==> config.mk <==
export PLATFORM = sky130hd
export DESIGN_NAME = gmt_totalizer
export DESIGN_NICKNAME = d
export VERILOG_FILES = /design/src/rtl/gmt_pkg.sv /design/src/rtl/gmt_cnt_if.sv /design/src/rtl/gmt_countdown.sv /design/src/rtl/gmt_tick_gen.sv /design/src/rtl/gmt_totalizer.sv
export SDC_FILE = /design/constraint.sdc
export NUM_CORES = 1
export LEC_CHECK = 0
export BUFFER_PORTS_ARGS = -buffer_cell sky130_fd_sc_hd__buf_2
export CAP_MARGIN = 30
export CORE_MARGIN = 1.5
export CORE_UTILIZATION = 40
export DETAILED_ROUTE_END_ITERATION = 16
export GPL_TIMING_DRIVEN = 0
export PLACE_DENSITY = 0.66
export SETUP_SLACK_MARGIN = 0.05
export SYNTH_ARGS = -nofsm -noshare
export SYNTH_HDL_FRONTEND = slang
export SYNTH_SLANG_ARGS = --single-unit
==> constraint.sdc <==
create_clock -name core_clk_i -period 5.51 [get_ports core_clk_i]
set_clock_uncertainty 0.05 [all_clocks]
set_input_delay 0.551 -clock core_clk_i [delete_from_list [all_inputs] [get_ports core_clk_i]]
set_output_delay 0.551 -clock core_clk_i [all_outputs]
set_load 0.02 [all_outputs]
==> src/rtl/gmt_pkg.sv <==
/*
  Constants, register map and types of the gated mass totalizer.
  Assumes a 100 MHz core clock and a word-addressed Avalon-MM slave port.
*/
package gmt_pkg;

  // Timing
  localparam int GMT_CLK_PERIOD_NS = 10;
  localparam int GMT_MEAS_PERIOD_NS = 1_000_000;
  localparam int GMT_MS_CYCLES = GMT_MEAS_PERIOD_NS / GMT_CLK_PERIOD_NS;
  localparam int GMT_READOUT_S = 5;
  localparam int GMT_HOLD_S = 15;
  localparam int GMT_READOUT_MS = GMT_READOUT_S * 1000;
  localparam int GMT_HOLD_MS = GMT_HOLD_S * 1000;
  localparam int GMT_TMR_W = 14;

  // Data widths and values
  localparam int GMT_TOTAL_W = 15;
  localparam logic [14:0] GMT_TOTAL_MAX = 15'h7FFF;
  localparam logic [19:0] GMT_DISP_OVER = 20'hF_423F;
  localparam logic [13:0] GMT_DISP_RATE_RST = 14'h0064;
  localparam logic [13:0] GMT_ANA_RATE_RST = 14'h0001;

  // Register indices; byte address is four times the index
  localparam logic [2:0] GMT_REG_CTRL = 3'h0;
  localparam logic [2:0] GMT_REG_STATUS = 3'h1;
  localparam logic [2:0] GMT_REG_RESULT = 3'h2;
  localparam logic [2:0] GMT_REG_IRQ_STS = 3'h3;
  localparam logic [2:0] GMT_REG_IRQ_MASK = 3'h4;
  localparam logic [2:0] GMT_REG_FLOW = 3'h5;

  // Control fields
  localparam int GMT_CTRL_ANA_LSB = 0;
  localparam int GMT_CTRL_DISP_LSB = 16;
  localparam int GMT_CTRL_UNIT_BIT = 31;

  // Interrupt event bits
  localparam int GMT_EV_START = 0;
  localparam int GMT_EV_STOP = 1;
  localparam int GMT_EV_RANGE = 2;
  localparam int GMT_EV_NORMAL = 3;
  localparam int GMT_EV_W = 4;

  typedef enum logic [1:0] {
    GMT_NORMAL,
    GMT_WINDOW,
    GMT_READOUT
  } gmt_mode_t;

endpackage

==> src/rtl/gmt_cnt_if.sv <==
/*
  Handshake between the totalizer core and one millisecond countdown.
  Assumes both ends share core_clk_i.
*/
`timescale 1ns/1ps
`default_nettype none
interface gmt_cnt_if;
  logic start;
  logic tick;
  logic busy;
  logic done;
  modport ctl (output start, output tick, input busy, input done);
  modport cnt (input start, input tick, output busy, output done);
endinterface
`default_nettype wire

==> src/rtl/gmt_countdown.sv <==
/*
  Countdown in measurement ticks, restarted by start, one-cycle done pulse.
  Assumes tick is a single-cycle pulse.
*/
`timescale 1ns/1ps
`default_nettype none
module gmt_countdown
  import gmt_pkg::*;
#(
  parameter int W = GMT_TMR_W,
  parameter int LOAD = GMT_READOUT_MS
) (
  // Clock and reset
  input wire logic core_clk_i,
  input wire logic rst_i,
  // Control
  gmt_cnt_if.cnt c
);
  logic [W-1:0] cnt_r;

  always_ff @(posedge core_clk_i) begin
    if (rst_i) begin
      cnt_r <= '0;
      c.busy <= 1'b0;
      c.done <= 1'b0;
    end else begin
      c.done <= 1'b0;
      if (c.start) begin
        cnt_r <= W'(LOAD);
        c.busy <= 1'b1;
      end else if (c.busy && c.tick) begin
        cnt_r <= cnt_r - W'(1);
        if (cnt_r == W'(1)) begin
          c.busy <= 1'b0;
          c.done <= 1'b1;
        end
      end
    end
  end
endmodule // gmt_countdown
`default_nettype wire

==> src/rtl/gmt_tick_gen.sv <==
/*
  Free-running divider giving one pulse per measurement period.
  Assumes a synchronous active-high reset.
*/
`timescale 1ns/1ps
`default_nettype none
module gmt_tick_gen
  import gmt_pkg::*;
#(
  parameter int PERIOD = GMT_MS_CYCLES
) (
  // Clock and reset
  input wire logic core_clk_i,
  input wire logic rst_i,
  // Pulse
  output logic tick_o
);
  logic [31:0] cnt_r;

  always_ff @(posedge core_clk_i) begin
    if (rst_i) begin
      cnt_r <= 32'h0000_0000;
      tick_o <= 1'b0;
    end else if (cnt_r == 32'(PERIOD - 1)) begin
      cnt_r <= 32'h0000_0000;
      tick_o <= 1'b1;
    end else begin
      cnt_r <= cnt_r + 32'h0000_0001;
      tick_o <= 1'b0;
    end
  end
endmodule // gmt_tick_gen
`default_nettype wire

==> src/rtl/gmt_totalizer.sv <==
/*
  Gated mass totalizer: window control, accumulation, parallel result,
  display and analog update, Avalon-MM register slave and interrupt.
  Assumes remote_gate_i and the sample inputs are synchronous to core_clk_i
  and that the sample inputs are valid at every measurement tick.
*/
//
// Behaviour
// Gate falling edge opens window, starts accumulation
// Gate rising edge closes window, stops accumulation
// Gate-active lamp lit during the window
// Display blanked, measuring rate ignored in window
// Analog output updated every 1 ms tick; outside the window the code updates it only every ana_rate ticks
// Out-of-range sample gives all-ones result, ready
// After out-of-range window show 999999, then normal
// Result and ready held about fifteen seconds
// Back to normal mode five seconds after close
// Partner keeps window between 10 and 115 s
// Total is unsigned 15 bits, max 32767
// Total counted in grams or normal liters
// Result readable on bus and parallel port
// Clear at start, add increment each tick
`timescale 1ns/1ps
`default_nettype none
module gmt_totalizer
  import gmt_pkg::*;
#(
  parameter int MS_CYCLES = GMT_MS_CYCLES,
  parameter int READOUT_MS = GMT_READOUT_MS,
  parameter int HOLD_MS = GMT_HOLD_MS,
  parameter int INC_W = 8,
  parameter int FLOW_W = 16
) (
  // Clock and reset
  input wire logic core_clk_i,
  input wire logic rst_i,
  // Remote gate
  input wire logic remote_gate_i,
  // Flow samples, taken at each measurement tick
  input wire logic [FLOW_W-1:0] sample_flow_i,
  input wire logic [INC_W-1:0] sample_grams_i,
  input wire logic [INC_W-1:0] sample_nliters_i,
  input wire logic sample_over_range_i,
  // Parallel result
  output logic [GMT_TOTAL_W-1:0] par_data_o,
  output logic par_ready_o,
  // Front panel and analog output
  output logic gate_active_lamp_o,
  output logic display_blank_o,
  output logic [19:0] display_value_o,
  output logic [FLOW_W-1:0] analog_value_o,
  // Avalon-MM slave
  input wire logic [2:0] avs_address_i,
  input wire logic avs_read_i,
  input wire logic avs_write_i,
  input wire logic [31:0] avs_writedata_i,
  input wire logic [3:0] avs_byteenable_i,
  output logic [31:0] avs_readdata_o,
  output logic avs_waitrequest_o,
  // Interrupt
  output logic irq_o
);

  gmt_cnt_if readout_if ();
  gmt_cnt_if hold_if ();

  logic tick;
  gmt_mode_t mode_r;
  logic gate_prev_r;
  logic [GMT_TOTAL_W-1:0] total_r;
  logic over_seen_r;
  logic over_shown_r;
  logic [FLOW_W-1:0] flow_r;
  logic [31:0] ctrl_r;
  logic [GMT_EV_W-1:0] irq_sts_r;
  logic [GMT_EV_W-1:0] irq_mask_r;
  logic [13:0] ana_cnt_r;
  logic [13:0] disp_cnt_r;

  logic gate_fall;
  logic gate_rise;
  logic win_start;
  logic win_stop;
  logic in_window;
  logic unit_nl;
  logic [13:0] ana_rate;
  logic [13:0] disp_rate;
  logic [INC_W-1:0] inc;
  logic [GMT_TOTAL_W:0] sum;
  logic bus_req;
  logic bus_take;
  logic bus_wr;
  logic [31:0] wmask;
  logic [31:0] rd_nxt;
  logic [GMT_EV_W-1:0] ev;
  logic [GMT_EV_W-1:0] irq_clr;

  gmt_tick_gen #(
    .PERIOD(MS_CYCLES)
  ) u_tick (
    .core_clk_i(core_clk_i),
    .rst_i(rst_i),
    .tick_o(tick)
  );

  // Readout period decides when normal mode returns
  gmt_countdown #(
    .W(GMT_TMR_W),
    .LOAD(READOUT_MS)
  ) u_readout (
    .core_clk_i(core_clk_i),
    .rst_i(rst_i),
    .c(readout_if.cnt)
  );

  // Longer hold of the parallel result, independent of the mode
  gmt_countdown #(
    .W(GMT_TMR_W),
    .LOAD(HOLD_MS)
  ) u_hold (
    .core_clk_i(core_clk_i),
    .rst_i(rst_i),
    .c(hold_if.cnt)
  );

  assign readout_if.tick = tick;
  assign hold_if.tick = tick;
  assign readout_if.start = win_stop;
  assign hold_if.start = win_stop;

  assign gate_fall = gate_prev_r & ~remote_gate_i;
  assign gate_rise = ~gate_prev_r & remote_gate_i;
  // A new window may open from normal mode or during the readout
  assign win_start = gate_fall && (mode_r != GMT_WINDOW);
  assign win_stop = gate_rise && (mode_r == GMT_WINDOW);
  assign in_window = (mode_r == GMT_WINDOW);

  assign unit_nl = ctrl_r[GMT_CTRL_UNIT_BIT];
  assign ana_rate = ctrl_r[GMT_CTRL_ANA_LSB +: 14];
  assign disp_rate = ctrl_r[GMT_CTRL_DISP_LSB +: 14];
  assign inc = unit_nl ? sample_nliters_i : sample_grams_i;
  assign sum = {1'b0, total_r} + (GMT_TOTAL_W + 1)'(inc);

  // Gate edge detection; the line is assumed idle high
  always_ff @(posedge core_clk_i) begin
    if (rst_i) begin
      gate_prev_r <= 1'b1;
    end else begin
      gate_prev_r <= remote_gate_i;
    end
  end

  // Operating mode
  always_ff @(posedge core_clk_i) begin
    if (rst_i) begin
      mode_r <= GMT_NORMAL;
    end else begin
      case (mode_r)
        GMT_NORMAL: begin
          if (win_start) begin
            mode_r <= GMT_WINDOW;
          end
        end
        GMT_WINDOW: begin
          if (win_stop) begin
            mode_r <= GMT_READOUT;
          end
        end
        GMT_READOUT: begin
          if (win_start) begin
            mode_r <= GMT_WINDOW;
          end else if (readout_if.done) begin
            mode_r <= GMT_NORMAL;
          end
        end
        default: begin
          mode_r <= GMT_NORMAL;
        end
      endcase
    end
  end

  // Accumulation; saturates rather than wrapping so a long window never reads small
  always_ff @(posedge core_clk_i) begin
    if (rst_i) begin
      total_r <= '0;
      over_seen_r <= 1'b0;
    end else if (win_start) begin
      total_r <= '0;
      over_seen_r <= 1'b0;
    end else if (in_window && tick && !win_stop) begin
      if (sum > (GMT_TOTAL_W + 1)'(GMT_TOTAL_MAX)) begin
        total_r <= GMT_TOTAL_MAX;
      end else begin
        total_r <= sum[GMT_TOTAL_W-1:0];
      end
      if (sample_over_range_i) begin
        over_seen_r <= 1'b1;
      end
    end
  end

  // Parallel result and ready flag
  always_ff @(posedge core_clk_i) begin
    if (rst_i) begin
      par_data_o <= '0;
      par_ready_o <= 1'b0;
    end else if (win_stop) begin
      par_data_o <= over_seen_r ? {GMT_TOTAL_W{1'b1}} : total_r;
      par_ready_o <= 1'b1;
    end else if (win_start || hold_if.done) begin
      par_ready_o <= 1'b0;
    end
  end

  // Overflow marker stays on the display for the readout period
  always_ff @(posedge core_clk_i) begin
    if (rst_i) begin
      over_shown_r <= 1'b0;
    end else if (win_stop) begin
      over_shown_r <= over_seen_r;
    end else if (win_start || readout_if.done) begin
      over_shown_r <= 1'b0;
    end
  end

  // Lamp
  always_ff @(posedge core_clk_i) begin
    if (rst_i) begin
      gate_active_lamp_o <= 1'b0;
    end else begin
      gate_active_lamp_o <= (in_window && !win_stop) || win_start;
    end
  end

  // Latest flowrate sample
  always_ff @(posedge core_clk_i) begin
    if (rst_i) begin
      flow_r <= '0;
    end else if (tick) begin
      flow_r <= sample_flow_i;
    end
  end

  // Analog output: every tick in the window, every N ticks otherwise
  always_ff @(posedge core_clk_i) begin
    if (rst_i) begin
      analog_value_o <= '0;
      ana_cnt_r <= 14'h0000;
    end else if (tick) begin
      if (in_window) begin
        analog_value_o <= sample_flow_i;
        ana_cnt_r <= 14'h0000;
      end else if (ana_cnt_r + 14'h0001 >= ana_rate) begin
        analog_value_o <= sample_flow_i;
        ana_cnt_r <= 14'h0000;
      end else begin
        ana_cnt_r <= ana_cnt_r + 14'h0001;
      end
    end
  end

  // Display: blank in the window, result or marker in readout, flow otherwise
  always_ff @(posedge core_clk_i) begin
    if (rst_i) begin
      display_blank_o <= 1'b0;
      display_value_o <= 20'h0_0000;
      disp_cnt_r <= 14'h0000;
    end else begin
      // Same term as the lamp, so blanking never lags the window by a cycle
      display_blank_o <= (in_window && !win_stop) || win_start;
      if (in_window) begin
        disp_cnt_r <= 14'h0000;
      end else if (mode_r == GMT_READOUT) begin
        display_value_o <= over_shown_r ? GMT_DISP_OVER : 20'(par_data_o);
      end else if (tick) begin
        if (disp_cnt_r + 14'h0001 >= disp_rate) begin
          display_value_o <= 20'(sample_flow_i);
          disp_cnt_r <= 14'h0000;
        end else begin
          disp_cnt_r <= disp_cnt_r + 14'h0001;
        end
      end
    end
  end

  // Bus: one wait cycle, then a single cycle with waitrequest low
  assign bus_req = avs_read_i || avs_write_i;
  assign bus_take = bus_req && !avs_waitrequest_o;
  assign bus_wr = bus_take && avs_write_i;
  assign wmask = {{8{avs_byteenable_i[3]}}, {8{avs_byteenable_i[2]}},
                  {8{avs_byteenable_i[1]}}, {8{avs_byteenable_i[0]}}};

  always_comb begin
    rd_nxt = 32'h0000_0000;
    case (avs_address_i)
      GMT_REG_CTRL: rd_nxt = ctrl_r;
      GMT_REG_STATUS: rd_nxt = {27'h000_0000, gate_active_lamp_o, over_seen_r, par_ready_o,
                                mode_r == GMT_READOUT, in_window};
      GMT_REG_RESULT: rd_nxt = 32'(par_data_o);
      GMT_REG_IRQ_STS: rd_nxt = 32'(irq_sts_r);
      GMT_REG_IRQ_MASK: rd_nxt = 32'(irq_mask_r);
      GMT_REG_FLOW: rd_nxt = 32'(flow_r);
      default: rd_nxt = 32'h0000_0000;
    endcase
  end

  always_ff @(posedge core_clk_i) begin
    if (rst_i) begin
      avs_waitrequest_o <= 1'b1;
      avs_readdata_o <= 32'h0000_0000;
    end else if (bus_req && avs_waitrequest_o) begin
      avs_waitrequest_o <= 1'b0;
      avs_readdata_o <= avs_read_i ? rd_nxt : 32'h0000_0000;
    end else begin
      avs_waitrequest_o <= 1'b1;
    end
  end

  // Control register; rates of zero behave as one
  always_ff @(posedge core_clk_i) begin
    if (rst_i) begin
      ctrl_r <= {2'b00, GMT_DISP_RATE_RST, 2'b00, GMT_ANA_RATE_RST};
    end else if (bus_wr && avs_address_i == GMT_REG_CTRL) begin
      ctrl_r <= ((ctrl_r & ~wmask) | (avs_writedata_i & wmask)) & 32'hBFFF_3FFF;
    end
  end

  // Interrupt status: a new event wins over a same-cycle clear
  assign ev[GMT_EV_START] = win_start;
  assign ev[GMT_EV_STOP] = win_stop;
  assign ev[GMT_EV_RANGE] = in_window && tick && sample_over_range_i;
  assign ev[GMT_EV_NORMAL] = (mode_r == GMT_READOUT) && readout_if.done && !win_start;
  assign irq_clr = (bus_wr && avs_address_i == GMT_REG_IRQ_STS && avs_byteenable_i[0]) ?
                   avs_writedata_i[GMT_EV_W-1:0] : '0;

  always_ff @(posedge core_clk_i) begin
    if (rst_i) begin
      irq_sts_r <= '0;
    end else begin
      irq_sts_r <= (irq_sts_r & ~irq_clr) | ev;
    end
  end

  always_ff @(posedge core_clk_i) begin
    if (rst_i) begin
      irq_mask_r <= '0;
    end else if (bus_wr && avs_address_i == GMT_REG_IRQ_MASK && avs_byteenable_i[0]) begin
      irq_mask_r <= avs_writedata_i[GMT_EV_W-1:0];
    end
  end

  always_ff @(posedge core_clk_i) begin
    if (rst_i) begin
      irq_o <= 1'b0;
    end else begin
      irq_o <= |(irq_sts_r & irq_mask_r);
    end
  end

endmodule // gmt_totalizer
`default_nettype wire

Yosys cells after proc, flatten, opt, wreduce, memory -nomap -nowiden
Index checks and enable logic that the tools add are counted.
- muxes and demuxes: 38
- $lt $le $gt $ge: 3
- equal/unequal tests: 14
- multiply operators: 0
- shift operators: 0
- bitwise gates (word level): 16
- div/mod/pow operators: 0
- $add $sub $neg: 6
- reductions and logical operators: 50
- operators with widths (cell ; number):
    32-bit one-hot mux with 6 select lines ; 1
    20-bit two-way mux ; 4
    14-bit two-way mux ; 5
    32-bit AND ; 2
    32-bit by 1-bit adder with 32-bit output, second input constant ; 1
    32-bit by 17-bit == test with 1-bit output, second input constant ; 1
    16-bit two-way mux ; 2
    32-bit two-way mux ; 1
    32-bit NOT ; 1
    32-bit bitwise OR ; 1
    15-bit two-way mux ; 2
    14-bit by 1-bit adder with 14-bit output, second input constant ; 2
    14-bit by 1-bit == test with 1-bit output, second input constant ; 2
    14-bit >= comparator ; 2
    14-bit by 1-bit subtractor with 14-bit output, second input constant ; 2
    13-bit two-way mux ; 2
    1-bit logical AND ; 18
    2-bit nonzero test ; 9
    15-bit by 8-bit adder with 16-bit output ; 1
    16-bit by 15-bit > comparator with 1-bit output, second input constant ; 1
    1-bit two-way mux ; 14
    2-bit AND reduction ; 5
    4-bit AND ; 2
    2-bit two-way mux ; 4
    23 further kinds ; 42
- latch bits: 0
- memories kept: 0
- bits in writable memories: 0
- ROM bits: 0
- logic and storage cells: 156
- register bits: 253

Logic depth before layout (Yosys ltp)
Gate-level depths: netlist of run 1.
- depth after elaboration: 9
- depth in mapped cells: 15
- depth with buffers taken out: 13

Hierarchy
A second synthesis of run 1 with hierarchy kept.
- cells, all modules: 1392
- area total of the unflattened synthesis: 12172.9 sq um
- by module, submodules not included (module ; seq. area each (sq um) ; times used ; area an instance (sq um) ; cells each):
    gmt_totalizer ; 3683.5 ; 1 ; 9108.7 ; 1043
    gmt_tick_gen ; 660.6 ; 1 ; 1544.0 ; 181
    gmt_countdown at u_hold ; 320.3 ; 1 ; 762.0 ; 82
    gmt_countdown at u_readout ; 320.3 ; 1 ; 758.2 ; 86

Worst setup path after synthesis of run 1
OpenSTA, ideal clock, no wires.
- path type: register -> register
- from: register ana_cnt_r[0]
- to: register analog_value_o[12]
- cell stages (with the launch flop): 16
- clock period less this slack: 3329 ps
- path buffers: 2
- path slack: 2181 ps
- arrival time: 3152 ps
- setup time: 128 ps
- cells stage by stage: dfxtp_1 ha_1 and3_1 and3_1 and3_1 clkbuf_1 nand2_1 xnor2_1 ha_1 nand3_1 nor2_1 o2111ai_1 o211ai_2 buf_2 mux2i_1 nor2_1
- longest elaborated chain between the ends: 4
- RTL lines (what ; line ; text):
    start, declared ; gmt_totalizer.sv:77 ; logic [13:0] ana_cnt_r;
    start signal, assigned ; gmt_totalizer.sv:258 ; ana_cnt_r <= ana_cnt_r + 14'h0001;
    14-bit by 1-bit adder with 14-bit output ; gmt_totalizer.sv:254 ; end else if (ana_cnt_r + 14'h0001 >= ana_rate) begin
    14-bit >= comparator ; gmt_totalizer.sv:254 ;
    2-bit nonzero test (no line) ; -- ;
    2-bit AND reduction (no line) ; -- ;
    end signal, assigned ; gmt_totalizer.sv:252 ; analog_value_o <= sample_flow_i;
    end signal, assigned ; gmt_totalizer.sv:255 ; analog_value_o <= sample_flow_i;
    end, declared ; gmt_totalizer.sv:51 ; output logic [FLOW_W-1:0] analog_value_o,
Every way passes these cells.
A chain may end at the register's enable or synchronous reset.

Worst setup path after layout of run 1
- from: register ana_cnt_r[0]
- to: register ana_cnt_r[12]
- longest elaborated chain between the ends: 4
- RTL lines (what ; line ; text):
    14-bit by 1-bit adder with 14-bit output * ; gmt_totalizer.sv:254, gmt_totalizer.sv:258 ;
    14-bit >= comparator ; gmt_totalizer.sv:254 ;
    14-bit two-way mux * ; gmt_totalizer.sv:254 ;
    14-bit two-way mux * ; gmt_totalizer.sv:251 ; if (in_window) begin
Mark *: on every way between the ends. The rest lies on a longest branch, timed or not.

==> results.md, run 1 <==
* Outcome: finished, final reports clean
* Mapped Cells at between 1000 and 1500
* Worst setup slack after layout at between 1 and 1.5 ns
* Max-Cap Viols at 0
* Area of the multi-input gates at approximately 6200 um2
* Post-synth top area share at 0.4263
* Final setup fails at 0
* HP Start: avs_writedata_i[18]
* IO buf count at between 150 and 200
* Final wirelength at between 30 and 40 mm
* #FFs+latches synth at 249
* Syn avg cell area at approximately 8.5 um2
* Routed len/inst at about 17 um
* Initial antenna violation count at 2
* Clock-pin slew on the worst setup and hold paths at around 0.06 ns
* Post-Synth XOR/XNOR Area at 0.06966
* WL met1 at between 15 and 20 mm
* Top cells by area, synth: dfxtp_1 43%, nor2_1 6.5%, mux2i_1 5.3%
* Die Ht at approximately 170 um
* Kind of critical path: flip-flop to flip-flop
* Leading area contributor after synthesis: dfxtp_1
* Core Region at approximately 29000 um2
* Post-DP HPWL at around 26 mm
* Hold Path Class: input port to flip-flop
* P_leak at roughly 5.5 nW
* GPL Wtd Cong at between 0.9 and 1
* Synth warnings at 0
* Multiplexer area fraction after synthesis at 0.06560
* Fin Hold WS at 0.1842 ns
* Compound-gate portion of the synthesized area at 0.1258
* TritonCTS Buffers at 27
* Syn Nets at 1489
* Num rows at between 60 and 70
* Adder-cell share of the synthesized area at 0.04773
* Count leader, synth: dfxtp_1
* Ports at between 150 and 200
* Power Dens Cells at about 270 nW/um2
* Ratio of cells with drive above 1 in the final layout at 0.1513
* Detail Route met3 WL at around 2.2 mm
* Clk_lat worst skew at 0.54 ns
* Min Clock Period, post-route at 4.218 ns
* Area post-placement at ~13000 um2
* Seq pwr share at 0.483
* Register area at about 5000 um2
* TNS Setup at 0 ns
* Worst Setup SP: ana_cnt_r[0]$_SDFFE_PP0P_
* Worst Path Required at roughly 5.9 ns
* Die area at between 30000 and 40000 um2
* EDFF count, synth at 0
* Largest net degree at the start of global routing at 14
* Seq/Total Area, Yosys at 0.4263
* Main combinational cell family by area after synthesis: simple AND/OR/NAND/NOR gates
* Overall power at between 0.003 and 0.004 W
* Dpl ws at roughly 1.3 ns
* Mapped Area at 11690 um2
* Hold Buf Count CTS at 0
* Switching part of the total power at 0.2292
* # resized after CTS at 0
* Yosys cell types at slightly above 70
* Gr usage total at 0.2203
* Rel. slew slack at 0.3457
* Max-slew violations at 0
* DR pass1 iterations at 5
* Crit share post-route at 0.7655
* Post-route cell area at around 14000 um2
* Top post-synthesis cells by count: 249 x dfxtp_1, 201 x nor2_1, 109 x nand2_1
* Int Power at roughly 0.0029 W
* Clk pwr share at 0.468
* DRT antenna net count at 0
* CTS tree: built
* RSZ-0062 raised after global routing: false
* Simple-Gate Fraction of Synth Area at 0.2235
* VDD IR max at 220.2 uV
* Number of global-route vias before repair at about 10000
* Ys flop type: dfxtp_1
* Fin nets at between 1500 and 2000
* P&R area growth vs syn at 18.50%
* Bufs on Longest Clock Path at 3
* Worst r2r src: ana_cnt_r[0]$_SDFFE_PP0P_
* First-pass GRT wire length at 53.45 mm
* Die Wd at about 170 um
* H-tree levels at 1
* Critical Path Start Type: flip-flop
* # fillers at approximately 2800
* Least-Margin Pin Slew at 0.9815 ns
* Final Hold Fails at 0
* Worst path arrival time at about 4.6 ns
* Achievable Freq at approximately 0.24 GHz
* Initial drt markers at 730
* Comb power frac at 0.050
* DRC Markers at 0
* Max Used Layer: met4
* Crit-path max FO at 10
* GRT overflow at 0
* Starting Density at 0.4074
* Crit end category: flip-flop
* Switch Pwr at just under 0.0009 W
* Post-CTS Setup Bufs at 0
* Clock sinks at roughly 250
* Root Driver: clkbuf_16
* Vias at around 11000
* Met2 wire length at around 15 mm
* Ys async rst share at 0
* Routed vias/inst at around 5.4
-- cells by family after synthesis --
group           after synthesis
buf+inv                     119
fa+ha+maj                    44
other cells                   1
mux                          74
simple gates                554
flops                       249
xor+xnor                     93
compound gates              234
-- final timing paths --
path                                              endpoint  slack [ns]  cells past startpoint
worst min register to register  u_tick.cnt_r[0]$_SDFF_PP0_        0.41                      1
worst max-delay path            ana_cnt_r[12]$_SDFFE_PP0P_        1.29                     15
worst max register to register  ana_cnt_r[12]$_SDFFE_PP0P_        1.29                     15
worst min-delay path                             flip-flop        0.18                      3
-- cell type report --
class                   count  area share
multi-input cells        1000      0.4495
clock buffers              40     0.05806
diodes                      2   0.0003612
repair buffers            160     0.05870
plain buffers              76     0.02294
flip-flops and latches    249      0.3598
well taps                 384     0.03468
inverters                  43     0.01165
clock inverters             5    0.004334
-- critical path, stage by stage, from the launching register on --
cell and delay (ns):
dfxtp_1 0.47, ha_1 0.25, and3_1 0.23, and3_1 0.23, and3_1 0.19, clkbuf_1 0.28
nand2_1 0.11, xnor2_1 0.17, ha_1 0.31, nand3_1 0.10, nor2_1 0.15, o2111ai_1 0.15
o211ai_2 0.59, nand2b_1 0.27, clkbuf_1 0.42, nor2_1 0.11
-- layout by cell type (no fill, tap or decap), types with 7 or more instances in the layout --
cell / n
a21oi_1: 80
a22oi_1: 43
a31oi_1: 13
and2_1: 8
and3_1: 22
buf_2: 161
clkbuf_1: 65
clkbuf_16: 27
clkbuf_8: 8
dfxtp_1: 249
ha_1: 43
inv_1: 43
mux2_2: 11
mux2i_1: 62
nand2_1: 109
nand2b_1: 12
nand3_1: 68
nand3b_1: 11
nand4_1: 19
nor2_1: 201
nor2b_1: 9
nor3_1: 48
nor4_1: 17
o21ai_0: 48
or3_1: 7
xnor2_1: 42
xor2_1: 51
-- metrics by stage --
step,cells,util
floorplan,1368,-
global placement,1909,0.4515
detailed placement,1911,0.4523
CTS,1956,0.4824
global route,1958,0.4827
finish,1959,0.4827
-- power groups by stage --
stage          Clock (W)  Sequential, W  Combinational [W]
2_1_floorplan          0        0.00187          0.0000956
3_3_place_gp           0        0.00187           0.000183
3_5_place_dp           0        0.00187           0.000185
4_1_cts          0.00180        0.00183           0.000186
5_1_grt          0.00188        0.00183           0.000203
6_report         0.00177        0.00183           0.000188
-- layer usage --
| layer | vias to the layer above | global-route usage |
|---|---|---|
| met3 | 72 | 0.04046 |
| li1 | 5160 | - |
| met4 | 0 | 0.08297 |
| met1 | 4999 | 0.2922 |
| met2 | 323 | 0.3565 |
| met5 | - | 0 |
Power figures use the tool's default switching activity.
==> run 2: changes to the inputs <==
==> constraint.sdc (replaced) <==
create_clock -name core_clk_i -period 4.3 [get_ports core_clk_i]
set_clock_uncertainty 0.05 [all_clocks]
set_input_delay 0.43 -clock core_clk_i [delete_from_list [all_inputs] [get_ports core_clk_i]]
set_output_delay 0.43 -clock core_clk_i [all_outputs]
set_load 0.02 [all_outputs]
==> run 2 against run 1 <==
Net effect: total power grew 28%; combinational power increased by 28%; cell count grew 0.20%; global-route usage unchanged; largest cell class unchanged.
==> results.md, run 2 (synthesis gave the netlist of run 1 again) <==
* Clock sinks at between 200 and 250
* Commonest non-fill, non-tap cell in the layout: dfxtp_1
* Gr usage total at 0.2203
* Largest net degree at the start of global routing at 14
* Kind of critical path: flip-flop to flip-flop
* Achievable Freq at approximately 0.26 GHz
* HP Start: avs_writedata_i[18]
* Clk_lat worst skew at between 0.5 and 0.6 ns
* Vias at approximately 11000
* Least-Margin Pin Slew at 0.9441 ns
* GRT overflow at 0
* DR pass1 iterations at 5
* Crit share post-route at 0.9099
* Ports at ~170
* Hold Path Class: input port to flip-flop
* Number of global-route vias before repair at 9987
* Max-slew violations at 0
* Ratio of cells with drive above 1 in the final layout at 0.1541
* Starting Density at 0.4074
* Final Hold Fails at 0
* Post-route cell area at ~14000 um2
* TNS Setup at 0 ns
* Max-Cap Viols at 0
* Final wirelength at roughly 34 mm
* Bufs on Longest Clock Path at 3
* Worst r2r src: ana_cnt_r[0]$_SDFFE_PP0P_
* DRC Markers at 0
* Initial antenna violation count at 2
* Num rows at 62
* Hold Buf Count CTS at 0
* Rel. slew slack at 0.3706
* Outcome: finished, final reports clean
* Min Clock Period, post-route at 3.913 ns
* Power Dens Cells at about 350 nW/um2
* Initial drt markers at between 700 and 800
* GPL Wtd Cong at around 0.92
* P&R area growth vs syn at 18.84%
* P_leak at 5.518 nW
* Routed vias/inst at around 5.4
* Worst path arrival time at around 4.3 ns
* Fin nets at about 1700
* First-pass GRT wire length at about 53 mm
* RSZ-0062 raised after global routing: false
* Routed len/inst at 17.35 um
* H-tree levels at 1
* VDD IR max at roughly 280 uV
* DRT antenna net count at 0
* Most frequent cells in the layout: 249 x dfxtp_1, 201 x nor2_1, 161 x buf_2
* Area post-placement at roughly 13000 um2
* Die Wd at around 170 um
* Root Driver: clkbuf_16
* Worst Path Required at roughly 4.7 ns
* IO buf count at 157
* Final setup fails at 0
* Worst Setup SP: ana_cnt_r[0]$_SDFFE_PP0P_
* Critical Path Start Type: flip-flop
* Core Region at 28700 um2
* CTS tree: built
* Crit end category: flip-flop
* Die area at between 30000 and 40000 um2
* TritonCTS Buffers at 27
* Crit-path max FO at 10
* Die Ht at between 150 and 200 um
* Clock-pin slew on the worst setup and hold paths at about 0.06 ns
* Post-DP HPWL at between 20 and 30 mm
[run 2: cell count changes in the layout (fill, tap and decap cells not counted)]
cell | previous run | this run
buf_4 | 6 | 10
clkbuf_1 | 65 | 64
clkbuf_2 | 2 | 3
o211ai_2 | 1 | 0
o211ai_4 | 0 | 1
[run 2: metal layers]
layer	global-route usage	vias to the layer above	wire length [um]
met5	0	-	0
met4	0.08297	0	1093
met3	0.04046	76	2245
met2	0.3565	310	15410
met1	0.2922	4971	15300
li1	-	5172	-
[run 2: where the power goes]
part           leakage [nW]  total (W)  switching, W  internal, W
sequential             2.01    0.00234     0.0000200      0.00232
clock                 0.423    0.00226      0.000923      0.00134
combinational          3.09   0.000241      0.000165    0.0000753
[run 2: repair_timing]
action,CTS,global route
buffers inserted,0,4
resized for setup,0,3
setup endpoints to repair,0,20
[run 2: final cells by class]
cell class / instances / area, um2
fillers: 2847 / 14810
well taps: 384 / 480.5
diodes: 2 / 5.005
inverters: 43 / 161.4
multi-input cells: 1000 / 6237
clock buffers: 40 / 804.5
flip-flops and latches: 249 / 4985
plain buffers: 76 / 319.1
clock inverters: 5 / 60.06
repair buffers: 164 / 843.3
[run 2: path summary, 6_finish.rpt]
check / end / slack [ns] / cells past startpoint
worst max-delay path: ana_cnt_r[12]$_SDFFE_PP0P_ / 0.39 / 15
worst min-delay path: flip-flop / 0.06 / 3
worst max register to register: ana_cnt_r[12]$_SDFFE_PP0P_ / 0.39 / 15
worst min register to register: u_tick.cnt_r[0]$_SDFF_PP0_ / 0.41 / 1
[run 2: stage by stage]
step | utilization | hold slack, ns | power (W) | std cells | setup WS [ns]
6_report | 0.4841 | 0.06156 | 0.004848 | 1963 | 0.3873
5_1_grt | 0.4840 | 0.06318 | 0.005007 | 1962 | 0.1342
4_1_cts | 0.4824 | 0.03880 | 0.004891 | 1956 | 0.1255
3_5_place_dp | 0.4523 | 0.3975 | 0.002630 | 1911 | 0.1387
2_1_floorplan | - | 0.3764 | 0.002516 | 1368 | 0.9706
3_3_place_gp | 0.4515 | 0.3920 | 0.002628 | 1909 | 0.1970
[run 2: worst max-delay path: stages (launching register included)]
cell and delay, ns:
dfxtp_1 0.46, ha_1 0.25, and3_1 0.23, and3_1 0.24, and3_1 0.19, clkbuf_1 0.27, nand2_1 0.11, xnor2_1 0.22
ha_1 0.29, a21oi_1 0.14, o22ai_1 0.09, o31ai_1 0.39, o211ai_4 0.21, nand2b_1 0.26, clkbuf_2 0.27, nor2_1 0.15
==> run 3: changes to the inputs <==
--- a/config.mk
+++ b/config.mk
@@ -7,11 +7,13 @@
 export LEC_CHECK = 0
 export BUFFER_PORTS_ARGS = -buffer_cell sky130_fd_sc_hd__buf_2
 export CAP_MARGIN = 30
+export CELL_PAD_IN_SITES_DETAIL_PLACEMENT = 1
+export CELL_PAD_IN_SITES_GLOBAL_PLACEMENT = 2
 export CORE_MARGIN = 1.5
-export CORE_UTILIZATION = 40
+export CORE_UTILIZATION = 35
 export DETAILED_ROUTE_END_ITERATION = 16
 export GPL_TIMING_DRIVEN = 0
-export PLACE_DENSITY = 0.66
+export PLACE_DENSITY = 0.87
 export SETUP_SLACK_MARGIN = 0.05
 export SYNTH_ARGS = -nofsm -noshare
 export SYNTH_HDL_FRONTEND = slang
==> run 3 against run 2 <==
Net effect: die area rose by 14%; critical path depth fell by 2; clock power rose by 10%.
==> results.md, run 3 (synthesis gave the netlist of run 1 again) <==
* Area of the multi-input gates at 6255 um2
* Fin nets at 1684
* Crit share post-route at 0.8993
* Rel. slew slack at 0.3215
* Routed vias/inst at roughly 5.3
* Bufs on Longest Clock Path at 3
* Ports at approximately 170
* Outcome: finished, final reports clean
* Final wirelength at between 30 and 40 mm
* First-pass GRT wire length at about 60 mm
* TNS Setup at 0 ns
* Inst Count DP at approximately 2000
* Initial antenna violation count at 2
* Initial drt markers at approximately 500
* Hold Path Class: input port to flip-flop
* # fillers at 3952
* Critical Path Start Type: flip-flop
* Vias at 10700
* Kind of critical path: flip-flop to flip-flop
* RSZ-0062 raised after global routing: false
* GRT overflow at 0
* Register area at 4985 um2
* Routed len/inst at 19.02 um
* Least-Margin Pin Slew at just over 1 ns
* Die Ht at 185.8 um
* Non-Filler Instances at 2024
* Clock sinks at about 250
* Critical path cell sequence: ha_1, nand3_1, nor2_1, and3_1, xor2_1, ha_1, nand2_1, or3_1, or3_4, a21oi_4, buf_6, mux2i_1, nor2_1
* Final core utilization at 0.4307
* Switch Pwr at roughly 0.0012 W
* Number of global-route vias before repair at ~11000
* Max-Cap Viols at 0
* Final setup fails at 0
* Commonest non-fill, non-tap cell in the layout: dfxtp_1
* Ratio of cells with drive above 1 in the final layout at 0.1600
* H-tree levels at 1
* Worst path arrival time at 4.25 ns
* Crit-path max FO at 10
* DRC Markers at 0
* Min Clock Period, post-route at roughly 3.9 ns
* Post-DP HPWL at roughly 30 mm
* DRT antenna net count at 0
* GPL Wtd Cong at 0.8581
* Most frequent cells in the layout: 249 x dfxtp_1, 201 x nor2_1, 160 x buf_2
* Critical Path Slowest Stage Cell: dfxtp_1
* Seq pwr share at 0.462
* IO buf count at roughly 160
* VDD IR max at ~290 uV
* Post-route cell area at between 10000 and 15000 um2
* P_leak at 5.570 nW
* Power Dens Cells at around 360 nW/um2
* Max-slew violations at 0
* Overall power at between 0.005 and 0.006 W
* Num rows at 66
* Crit path max-delay family: simple AND/OR/NAND/NOR gates
* Final Hold Fails at 0
* Clk_lat worst skew at about 0.55 ns
* CTS tree: built
* Achievable Freq at between 0.2 and 0.3 GHz
* Area post-placement at about 13000 um2
* Die Wd at 185.8 um
* Gr usage total at 0.2226
* Worst Path Required at 4.68 ns
* TritonCTS Buffers at 29
* Switching part of the total power at 0.2309
* Core Region at 32700 um2
* Largest stage delay on the critical path at 0.45 ns
* Clock-pin slew on the worst setup and hold paths at 0.06 ns
* Crit path buf inv count at 1
* DR pass1 iterations at 5
* P&R area growth vs syn at 20.46%
* Starting Density at 0.3576
* Int Power at between 0.003 and 0.004 W
* Comb power frac at 0.048
* Die area at 34510 um2
* Largest net degree at the start of global routing at 14
* Clk pwr share at 0.490
* Crit end category: flip-flop
* Root Driver: clkbuf_16
run 3: worst register-to-register path: stages (launching register included):
cell,delay [ns]
dfxtp_1,0.45
ha_1,0.27
nand3_1,0.22
nor2_1,0.41
and3_1,0.23
xor2_1,0.08
ha_1,0.28
nand2_1,0.08
or3_1,0.37
or3_4,0.44
a21oi_4,0.42
buf_6,0.21
mux2i_1,0.19
nor2_1,0.05
run 3: per-layer routing:
metal	wire (um)	up-vias	GRT usage
met1	17830	5261	0.2966
met4	729	0	0.05935
li1	-	5173	-
met3	1809	49	0.03483
met5	0	-	0
met2	18130	214	0.3727
run 3: power by group through the flow:
stage / logic, W / clock network [W] / registers [W]
4_1_cts: 0.000245 / 0.00254 / 0.00234
2_1_floorplan: 0.000122 / 0 / 0.00239
6_report: 0.000244 / 0.00249 / 0.00235
3_5_place_dp: 0.000244 / 0 / 0.00240
5_1_grt: 0.000267 / 0.00264 / 0.00235
3_3_place_gp: 0.000239 / 0 / 0.00239
run 3: metrics by stage:
stage	hold WS, ns	setup slack [ns]
3_5_place_dp	0.4046	0.1545
5_1_grt	0.05158	0.07358
3_3_place_gp	0.3882	0.2435
2_1_floorplan	0.3764	0.9706
4_1_cts	0.03409	0.09917
6_report	0.05612	0.4328
run 3: path summary, 6_finish.rpt:
| kind | start | end | slack (ns) | cells past startpoint |
|---|---|---|---|---|
| max | disp_cnt_r[0]$_SDFFE_PP0P_ | display_value_o[15]$_SDFFE_PP0P_ | 0.43 | 13 |
| min reg2reg | u_tick.cnt_r[0]$_SDFF_PP0_ | u_tick.cnt_r[0]$_SDFF_PP0_ | 0.41 | 1 |
| min | avs_writedata_i[18] | flip-flop | 0.06 | 3 |
| max reg2reg | disp_cnt_r[0]$_SDFFE_PP0P_ | display_value_o[15]$_SDFFE_PP0P_ | 0.43 | 13 |
run 3: layout make-up:
| type | instances | area share |
|---|---|---|
| sequential | 249 | 0.3539 |
| clock inverter | 8 | 0.006574 |
| antenna | 1 | 0.0001777 |
| buffer | 76 | 0.02283 |
| multi-input combinational | 1000 | 0.4441 |
| timing repair buffer | 164 | 0.05987 |
| clock buffer | 41 | 0.06183 |
| inverter | 43 | 0.01146 |
| tap | 442 | 0.03926 |
run 3: timing repair:
item,4_1_cts,5_1_grt
resized for setup,0,7
setup endpoints to repair,0,31
setup buffers,0,4
hold buffers,0,0
